--- config.mk ---
export PLATFORM = sky130hd
export DESIGN_NAME = dis_core
export DESIGN_NICKNAME = d
export VERILOG_FILES = /design/src/inc/dis_pkg.sv /design/src/verilog/dis_core.sv /design/src/verilog/dis_timeout.sv
export SDC_FILE = /design/constraint.sdc
export NUM_CORES = 1
export LEC_CHECK = 0
export ABC_CLOCK_PERIOD_IN_PS = 1900
export BUFFER_PORTS_ARGS = -buffer_cell sky130_fd_sc_hd__buf_2
export CAP_MARGIN = 20
export CORE_ASPECT_RATIO = 0.5
export CORE_MARGIN = 1.5
export CORE_UTILIZATION = 49
export DETAILED_ROUTE_END_ITERATION = 10
export GPL_ROUTABILITY_DRIVEN = 0
export GPL_TIMING_DRIVEN = 0
export PLACE_DENSITY_LB_ADDON = 0.25
export SLEW_MARGIN = 20
export SYNTH_ARGS = -nofsm -noshare
export SYNTH_HDL_FRONTEND = slang
export SYNTH_SLANG_ARGS = --single-unit
--- constraint.sdc ---
create_clock -name clk_sys -period 1.9 [get_ports clk_sys]
set_input_delay 0.19 -clock clk_sys [delete_from_list [all_inputs] [get_ports clk_sys]]
set_output_delay 0.19 -clock clk_sys [all_outputs]
set_load 0.1 [all_outputs]
--- src/inc/dis_pkg.sv ---
// Purpose: Shared constants for the disk interface status/control block.
// Assumes: 100 MHz system clock; function codes as issued by the CPU.
// Notes:   Times are kept in their own unit; cycle counts derive from them.
package dis_pkg;

	localparam int unsigned CLK_PERIOD_NS = 10;
	localparam int unsigned NS_PER_MS     = 1000000;

	// Watchdog times
	localparam int unsigned SEEK_LIMIT_MS = 500;
	localparam int unsigned CU_LIMIT_MS   = 50;
	localparam int unsigned SEEK_LIMIT_CYC =
		SEEK_LIMIT_MS * NS_PER_MS / CLK_PERIOD_NS;
	localparam int unsigned CU_LIMIT_CYC =
		CU_LIMIT_MS * NS_PER_MS / CLK_PERIOD_NS;

	// Function codes (the alternate form is flagged by func_alt)
	localparam logic [3:0] FC_DS2      = 4'h9;
	localparam logic [3:0] FC_ECC_COND = 4'hB;
	localparam logic [3:0] FC_STATUS   = 4'hC;
	localparam logic [3:0] FC_ADDR_LO  = 4'hD;
	localparam logic [3:0] FC_ADDR_HI  = 4'hE;

	// Status control bit positions
	localparam int unsigned SC_CLR_CU    = 0;
	localparam int unsigned SC_CLR_DS1   = 1;
	localparam int unsigned SC_UNUSED    = 2;
	localparam int unsigned SC_CLR_REC   = 3;
	localparam int unsigned SC_CLR_FAULT = 4;
	localparam int unsigned SC_CLR_CHKF  = 5;
	localparam int unsigned SC_CLR_ATTN  = 6;
	localparam int unsigned SC_HOME      = 7;

	// Read recovery field
	localparam int unsigned REC_LSB = 12;
	localparam int unsigned REC_W   = 4;

	// Status word bit positions
	localparam int unsigned FW_SEEK_ERR  = 1;
	localparam int unsigned DS1_WR_OFS   = 0;
	localparam int unsigned DS1_CHKF     = 5;
	localparam int unsigned DS2_CHKF     = 0;
	localparam int unsigned DS2_OFS      = 1;
	localparam int unsigned DS2_READY    = 4;
	localparam int unsigned DS2_ONCYL    = 5;

	// Fault clear keeps the seek error; only a home seek drops it
	localparam logic [7:0] FW_CLR_MASK = 8'h02;
	localparam logic [7:0] RST_BYTE    = 8'h00;
	localparam logic [17:0] RST_ADDR   = 18'h00000;

	localparam int unsigned ADDR_W  = 18;
	localparam int unsigned SYN_W   = 11;
	localparam int unsigned FSEL_W  = 13;

endpackage : dis_pkg

--- src/verilog/dis_core.sv ---
// Purpose: Function decode, status clearing and reporting, read recovery
//          and word address loading for the disk interface.
// Assumes: busy and cf_selected come from the transfer engine; drive and
//          controller events arrive as one-cycle pulses on clk_sys.
// Notes:   Input functions answer one cycle after acceptance.
// Summary of operation
// - ECC condition input returns syndrome comparison bits
// - Functions accepted only idle; all but address loads need controller selected
// - Status control bits clear controller and drive1
// - Bit 3 returns offset and strobe to normal
// - Bit 4 zeroes faults but the seek error, bit 5 check-fault
// - Bit 6 clears the attention bit
// - Bit 7 home seek, clears addresses and offset
// - Read recovery loads top nibble, ignores rest
// - Offset persists until recovery, clear, or seek
// - No writes while heads are offset
// - Fault input returns eight fault bits in order
// - Seek error on timeout; home seek clears
// - Address functions load low or upper bits
// - Transfer start uses current word address
// - Clears zero only upper two address bits
// - Upper address function feeds file selection
// - Controller bit 0 reports release request
// - Controller bit 1 reports lost data/parity
// - Controller bit 2 ECC; address field flag
// - Controller bit 3 on 50 ms end timeout
// - Controller bit 4 reports command overrun
`timescale 1ns/1ns
`default_nettype none
module dis_core #(
	parameter int unsigned SEEK_LIMIT = dis_pkg::SEEK_LIMIT_CYC,
	parameter int unsigned CU_LIMIT   = dis_pkg::CU_LIMIT_CYC
) (
	input  wire logic        clk_sys,
	input  wire logic        rst_n,
	input  wire logic        master_clear,
	input  wire logic        clear_iface,
	input  wire logic        func_strobe,
	input  wire logic        func_is_out,
	input  wire logic [3:0]  func_code,
	input  wire logic        func_alt,
	input  wire logic [15:0] acc_out,
	input  wire logic        busy,
	input  wire logic        cf_selected,
	output logic             func_accept,
	output logic [15:0]      acc_in,
	output logic             acc_in_valid,
	input  wire logic [10:0] syndrome_reg_zero,
	input  wire logic [10:0] syndrome_reg_one,
	input  wire logic [10:0] syndrome_reg_two,
	input  wire logic [10:0] syndrome_reg_three,
	input  wire logic        cf_release_req,
	input  wire logic        lost_data_evt,
	input  wire logic        ecc_err_evt,
	input  wire logic        ecc_in_addr_field,
	input  wire logic        cmd_overrun_evt,
	input  wire logic [2:0]  cf_status_hi,
	input  wire logic        io_cmd_issued,
	input  wire logic        io_end,
	input  wire logic [7:0]  drive_fault_evt,
	input  wire logic [7:0]  ds1_evt,
	input  wire logic        attn_evt,
	input  wire logic        unit_ready,
	input  wire logic        on_cylinder,
	input  wire logic        seek_start,
	input  wire logic        seek_end,
	input  wire logic        write_req,
	input  wire logic        xfer_start,
	output logic             address_field_error_flag,
	output logic             home_seek,
	output logic             chs_clear,
	output logic [3:0]       head_offset_ctl,
	output logic             offset_active,
	output logic             write_inhibit,
	output logic             attention,
	output logic [17:0]      cur_addr,
	output logic [17:0]      xfer_first_addr,
	output logic [12:0]      file_select,
	output logic             file_select_load
);

	function automatic logic is_zero(input logic [10:0] v);
		return v == 11'h000;
	endfunction : is_zero

	// Decode
	wire is_sc_out   = func_is_out && !func_alt
		&& func_code == dis_pkg::FC_STATUS;
	wire is_rec_out  = func_is_out && func_alt
		&& func_code == dis_pkg::FC_STATUS;
	wire is_lo_out   = func_is_out && !func_alt
		&& func_code == dis_pkg::FC_ADDR_LO;
	wire is_hi_out   = func_is_out && !func_alt
		&& func_code == dis_pkg::FC_ADDR_HI;
	wire is_input    = !func_is_out && !func_alt;
	wire is_ecc_in   = is_input && func_code == dis_pkg::FC_ECC_COND;
	wire is_fault_in = is_input && func_code == dis_pkg::FC_STATUS;
	wire is_cu_in    = is_input && func_code == dis_pkg::FC_ADDR_LO;
	wire is_ds1_in   = is_input && func_code == dis_pkg::FC_ADDR_HI;
	wire is_ds2_in   = is_input && func_code == dis_pkg::FC_DS2;
	wire needs_sel   = is_sc_out || is_rec_out || is_ecc_in
		|| is_fault_in || is_cu_in || is_ds1_in || is_ds2_in;
	wire is_known    = needs_sel || is_lo_out || is_hi_out;

	// Address loads need only an idle interface
	assign func_accept = func_strobe && is_known && !busy
		&& (cf_selected || !needs_sel);

	wire       do_sc     = func_accept && is_sc_out;
	wire       clr_cu    = do_sc && acc_out[dis_pkg::SC_CLR_CU];
	wire       clr_ds1   = do_sc && acc_out[dis_pkg::SC_CLR_DS1];
	wire       clr_rec   = do_sc && acc_out[dis_pkg::SC_CLR_REC];
	wire       clr_fault = do_sc && acc_out[dis_pkg::SC_CLR_FAULT];
	wire       clr_chkf  = do_sc && acc_out[dis_pkg::SC_CLR_CHKF];
	wire       clr_attn  = do_sc && acc_out[dis_pkg::SC_CLR_ATTN];
	wire       go_home   = do_sc && acc_out[dis_pkg::SC_HOME];
	wire [3:0] rec_field = acc_out[dis_pkg::REC_LSB +: dis_pkg::REC_W];
	wire       do_rec    = func_accept && is_rec_out;
	wire       ld_lo     = func_accept && is_lo_out;
	wire       ld_hi     = func_accept && is_hi_out;

	// Syndrome comparison: zero tests, matches against register zero, then registers one to three all zero
	wire [7:0] ecc_cond = {
		is_zero(syndrome_reg_one | syndrome_reg_two | syndrome_reg_three),
		syndrome_reg_zero == syndrome_reg_three,
		syndrome_reg_zero == syndrome_reg_two,
		syndrome_reg_zero == syndrome_reg_one,
		is_zero(syndrome_reg_three),
		is_zero(syndrome_reg_two),
		is_zero(syndrome_reg_one),
		is_zero(syndrome_reg_zero)};

	// Watchdogs
	logic seek_run;
	logic seek_expired;
	logic cu_expired;

	dis_timeout #(.LIMIT(SEEK_LIMIT)) u_seek_wd (
		.clk_sys (clk_sys),
		.rst_n   (rst_n),
		.start   (seek_start || go_home),
		.stop    (seek_end),
		.running (seek_run),
		.expired (seek_expired)
	);

	dis_timeout #(.LIMIT(CU_LIMIT)) u_cu_wd (
		.clk_sys (clk_sys),
		.rst_n   (rst_n),
		.start   (io_cmd_issued),
		.stop    (io_end),
		.running (),
		.expired (cu_expired)
	);

	// Status storage; a new event always beats a clear in the same cycle
	logic [4:1] cu_sticky;
	logic [7:0] fault_word;
	logic [7:0] ds1_sticky;
	logic       check_fault;

	wire [4:1] cu_set = {cmd_overrun_evt, cu_expired,
		ecc_err_evt, lost_data_evt};
	wire [7:0] fault_set = drive_fault_evt
		| ({7'h00, seek_expired} << dis_pkg::FW_SEEK_ERR);
	wire       chkf_set  = |fault_set;
	wire       wr_ofs    = write_req && offset_active;
	wire [7:0] ds1_set   = ds1_evt | {7'h00, wr_ofs};
	wire [7:0] fault_keep = (clr_fault ? dis_pkg::FW_CLR_MASK : 8'hFF)
		& ~({7'h00, go_home} << dis_pkg::FW_SEEK_ERR);

	wire [7:0] next_fault_word = (fault_word & fault_keep) | fault_set;
	wire [4:1] next_cu_sticky  = (clr_cu ? 4'h0 : cu_sticky) | cu_set;
	wire [7:0] next_ds1 = (clr_ds1 ? 8'h00 : ds1_sticky) | ds1_set;
	wire       next_check_fault = (check_fault && !clr_chkf && !clr_ds1)
		|| chkf_set;

	wire [7:0] cu_word  = {cf_status_hi, cu_sticky,
		cf_release_req};
	wire [7:0] ds1_word = {ds1_sticky[7:6], check_fault, ds1_sticky[4:0]};
	wire [7:0] ds2_word = {2'b00, on_cylinder, unit_ready, 2'b00,
		offset_active, check_fault};

	wire [7:0] reply_byte =
		is_ecc_in   ? ecc_cond :
		is_fault_in ? fault_word :
		is_cu_in    ? cu_word :
		is_ds1_in   ? ds1_word :
		is_ds2_in   ? ds2_word : 8'h00;

	always_ff @(posedge clk_sys or negedge rst_n) begin
		if (!rst_n) begin
			cu_sticky   <= 4'h0;
			fault_word  <= dis_pkg::RST_BYTE;
			ds1_sticky  <= dis_pkg::RST_BYTE;
			check_fault <= 1'b0;
			attention   <= 1'b0;
			address_field_error_flag <= 1'b0;
		end else begin
			cu_sticky   <= next_cu_sticky;
			fault_word  <= next_fault_word;
			ds1_sticky  <= next_ds1;
			check_fault <= next_check_fault;
			attention   <= (attention && !clr_attn) || attn_evt;
			address_field_error_flag <= (address_field_error_flag
				&& !clr_cu) || (ecc_err_evt && ecc_in_addr_field);
		end
	end

	// Read recovery holds until replaced, cleared, or a seek starts
	wire rec_drop = clr_rec || go_home || seek_start;
	wire [3:0] next_offset = do_rec ? rec_field
		: (rec_drop ? 4'h0 : head_offset_ctl);

	assign offset_active = |head_offset_ctl;
	assign write_inhibit = offset_active;

	always_ff @(posedge clk_sys or negedge rst_n) begin
		if (!rst_n) begin
			head_offset_ctl <= 4'h0;
			home_seek       <= 1'b0;
			chs_clear       <= 1'b0;
		end else begin
			head_offset_ctl <= next_offset;
			home_seek       <= go_home;
			chs_clear       <= go_home;
		end
	end

	// Word address; clears leave the low sixteen bits alone
	wire       addr_clr = master_clear || clear_iface;
	wire [1:0] next_hi  = addr_clr ? 2'b00
		: (ld_hi ? acc_out[1:0] : cur_addr[17:16]);
	wire [15:0] next_lo = ld_lo ? acc_out : cur_addr[15:0];

	always_ff @(posedge clk_sys or negedge rst_n) begin
		if (!rst_n) begin
			cur_addr         <= dis_pkg::RST_ADDR;
			xfer_first_addr  <= dis_pkg::RST_ADDR;
			file_select      <= 13'h0000;
			file_select_load <= 1'b0;
		end else begin
			cur_addr <= {next_hi, next_lo};
			if (xfer_start)
				xfer_first_addr <= cur_addr;
			if (ld_hi)
				file_select <= {acc_out[15:7], acc_out[3:0]};
			file_select_load <= ld_hi;
		end
	end

	// Input answers
	always_ff @(posedge clk_sys or negedge rst_n) begin
		if (!rst_n) begin
			acc_in       <= 16'h0000;
			acc_in_valid <= 1'b0;
		end else begin
			acc_in_valid <= func_accept && is_input;
			if (func_accept && is_input)
				acc_in <= {8'h00, reply_byte};
		end
	end
endmodule : dis_core
`default_nettype wire

--- src/verilog/dis_timeout.sv ---
// Purpose: Restartable watchdog; pulses when a started wait runs too long.
// Assumes: start and stop are one-cycle pulses on clk_sys.
// Notes:   Start during a running wait restarts the count.
`timescale 1ns/1ns
`default_nettype none
module dis_timeout #(
	parameter int unsigned LIMIT = 4
) (
	input  wire logic clk_sys,
	input  wire logic rst_n,
	input  wire logic start,
	input  wire logic stop,
	output logic      running,
	output logic      expired
);

	logic [31:0] count;
	wire         at_limit = running && (count == LIMIT - 1);

	always_ff @(posedge clk_sys or negedge rst_n) begin
		if (!rst_n) begin
			running <= 1'b0;
			count   <= 32'h00000000;
			expired <= 1'b0;
		end else begin
			expired <= at_limit && !stop && !start;
			if (start) begin
				running <= 1'b1;
				count   <= 32'h00000000;
			end else if (stop || at_limit) begin
				running <= 1'b0;
			end else if (running) begin
				count <= count + 32'h00000001;
			end
		end
	end

endmodule : dis_timeout
`default_nettype wire
==> flow_summary.ini <==
[timing]
final.setup_skew_ns = 0.0113
fmax_mhz = 472
timing.slew.headroom_pct = 48.9
worst_slew_pin_slew_ns = 0.760
rsz0062_at_grt = yes
report.final.hold_viol_count = 0
finalMaxSlewViolations = 0
finalSetupViolCount = 32
period_share_pct = 112
hold_slack_ns = 0.00999
period_minus_slack_ns = 2.12
fin_ws_ns = -0.219

[floorplan]
die-area_um2 = 16700
ioPinCount = 184
fp.dieH_um = 92.1
fp-row-count = 32
die_width_um = 181
core-area_um2 = 15500
initial_core_util_pct = 50.3

[synth]
synth_edf_count = 0
synth.largest_area_cell = dfrtp_1
synth-seq-area-share_pct = 49.6
avgSynthCellArea_um2 = 10.5
ys.flop_type = dfrtp_1
synth_area_um2 = 7770
synthTopCellsByArea = dfrtp_1, mux2_2, xnor2_1, nand3_1, a21oi_1
synth.distinct_cells = 54
async_reset_ff_share_pct = 100
yosysTopAreaCellShare_pct = 49.6
synth_seq_cells = 154
synthCells = 737
synth_warnings = 0

[setup_path]
r2r_end = u_cu_wd.count[2]
critPathLaunchType = flip-flop
reg2reg_slack_ns = -0.22
critPathMaxFanout = 5
end_kind = flip-flop
r2r_cells = 7
r2r_start = u_cu_wd.count[28]
critPathKind = reg -> reg
cp.required_ns = 2.21
worstPathArrival_ns = 2.43

[clocking]
clkSlewWorstSetupHoldPaths_ns = 0.07
cts.path.max_buffers = 2
htreeDepth = 4
cts_sinks = 154
cts_tree = yes
insertion_delay_ns = 0.43
cts_made_buffers = 17
cts-root-buf = clkbuf_16

[layout]
layout.cells.most_common_list = buf_2, dfrtp_1, buf_4
fin_cells = 1248
finish.net_count = 1139
synthToLayoutAreaGrowth_pct = 39.4
antenna_cells = 0
layout-drive-gt1-share_pct = 41.2
final_common_cell = buf_2

[outcome]
violations = setup timing
status = finished, violations left

[flow_run]
max-cap-violations = 0

[grt]
grt_pass1_vias = 7134
grt_start_max_net_pins = 80
grt_pass1_wl_um = 35200
grt_antenna_before_repair = 0
grtUsageTotal_pct = 26.5
grt-ovfl-total = 0

[route]
viasPerCell = 5.77
initialDrtViolationCount = 481
drc = 0
routed_wirelength_um = 22700
postRouteAntennaNets = 0
dr.pass1.iters = 5
wl_per_cell_um = 18.2
num_vias = 7200

[place]
dpl.hpwl_um = 14600
dp.cells = 1120
port_buffers = 171
place_ws_ns = -0.521

[power]
power-per-cell-area_nw_per_um2 = 801
leakage_nw = 4.97
vdd_drop_max_mv = 0.548
finalPower_mw = 8.67

[min_path]
min_path_type = in -> reg
hold_end = file_select[2]
whs_path_depth = 2
hp-start = acc_out[2]
## where the power goes
part           internal [mW]  switching (mW)  total [mW]
combinational          0.420            1.17        1.59
sequential              3.38          0.0679        3.45
clock                   2.02            1.62        3.64
## layer usage
| metal | GRT usage (%) | routed length, µm |
|---|---|---|
| met4 | 10.0 | 499 |
| met1 | 32.7 | 9500 |
| met3 | 4.21 | 1210 |
| met5 | 0 | 0 |
| met2 | 47.3 | 11500 |
## synth_stat cells (2+ instances only)
master / number
a21o_1: 20
nand2b_1: 3
o22ai_1: 4
nand3b_1: 2
buf_2: 6
mux2i_1: 13
mux2_2: 57
ha_1: 2
nor4b_1: 5
nor4_4: 2
nand3_1: 39
a31oi_1: 2
or4_1: 11
o31ai_1: 6
or2_2: 3
and3_1: 12
or3_1: 27
o21ai_0: 34
a21oi_1: 38
xnor2_1: 41
nor4_1: 22
nor4_2: 4
nor2b_1: 8
nand2_1: 29
dfrtp_1: 154
inv_1: 14
xor2_1: 16
nor2_1: 50
nor3_1: 19
clkbuf_1: 17
and2_1: 2
a22o_1: 7
nand4_1: 26
and4_1: 10
buf_4: 12
o2bb2ai_1: 2
## worst max-delay path: stages (launching register included)
cell and delay [ns]:
dfrtp_1 0.41, nor4_2 0.37, nand4_1 0.24, o31ai_4 0.38, buf_4 0.18, buf_6 0.12
nor2_1 0.04, mux2_2 0.26
## area by class of cell
type	instances	area [µm²]
clock buffer	17	425
sequential	154	3870
tap	204	255
buffer	33	204
multi-input combinational	540	4050
inverter	14	52.6
fill	1102	4620
clock inverter	15	201
timing repair buffer	271	1770
## timing repair
| action | CTS | global route |
|---|---|---|
| cloned | 1 | 2 |
| gates resized for setup | 57 | 60 |
| endpoints found under the hold margin | 104 | 0 |
| buffers inserted | 45 | 24 |
| hold buffers | 29 | 0 |
| pin swaps | 30 | 42 |
| setup endpoints to repair | 51 | 63 |
## kinds of logic after synthesis
group | count (synthesis) | share of synthesized area, %
flip-flops | 154 | 49.6
XOR/XNOR | 57 | 6.42
multiplexers | 70 | 9.93
adder cells (fa/ha/maj) | 2 | 0.322
AO/OA/AOI/OAI | 122 | 9.72
buffers and inverters | 50 | 3.09
other | 1 | 0.0482
AND/OR/NAND/NOR | 281 | 20.9
## state kept, by name (all words and copies together) (netlist names), 4 cells and up
signal / count
ds1_sticky: 7
fault_word: 8
u_seek_wd.count: 32
xfer_first_addr: 18
file_select: 13
head_offset_ctl: 4
acc_in: 8
u_cu_wd.count: 32
cur_addr: 18
cu_sticky: 4
## worst max-delay path by stage
stage	endpoint	slack, ns	start	cells past startpoint
2_1_floorplan	acc_in[1]	-0.27	head_offset_ctl[2]	4
6_report	u_cu_wd.count[2]	-0.22	u_cu_wd.count[28]	7
3_5_place_dp	u_seek_wd.count[2]	-0.52	u_seek_wd.count[16]	6
4_1_cts	u_cu_wd.count[14]	-0.09	u_cu_wd.count[15]	7
3_3_place_gp	head_offset_ctl[2]	-2.18	rst_n	1
5_1_grt	u_cu_wd.count[2]	-0.33	u_cu_wd.count[28]	7
## metrics by stage
step                      utilization, %  TNS (ns)  instance area [µm²]
after floorplan                        -    -0.269                 7830
after global placement              57.8   -286.87                 8940
after detailed placement            58.1    -27.81                 8980
after CTS                           67.8    -0.360                10500
after global routing                70.1     -5.91                10800
final                               70.1     -2.79                10800
(Power assumes the default switching activity.)
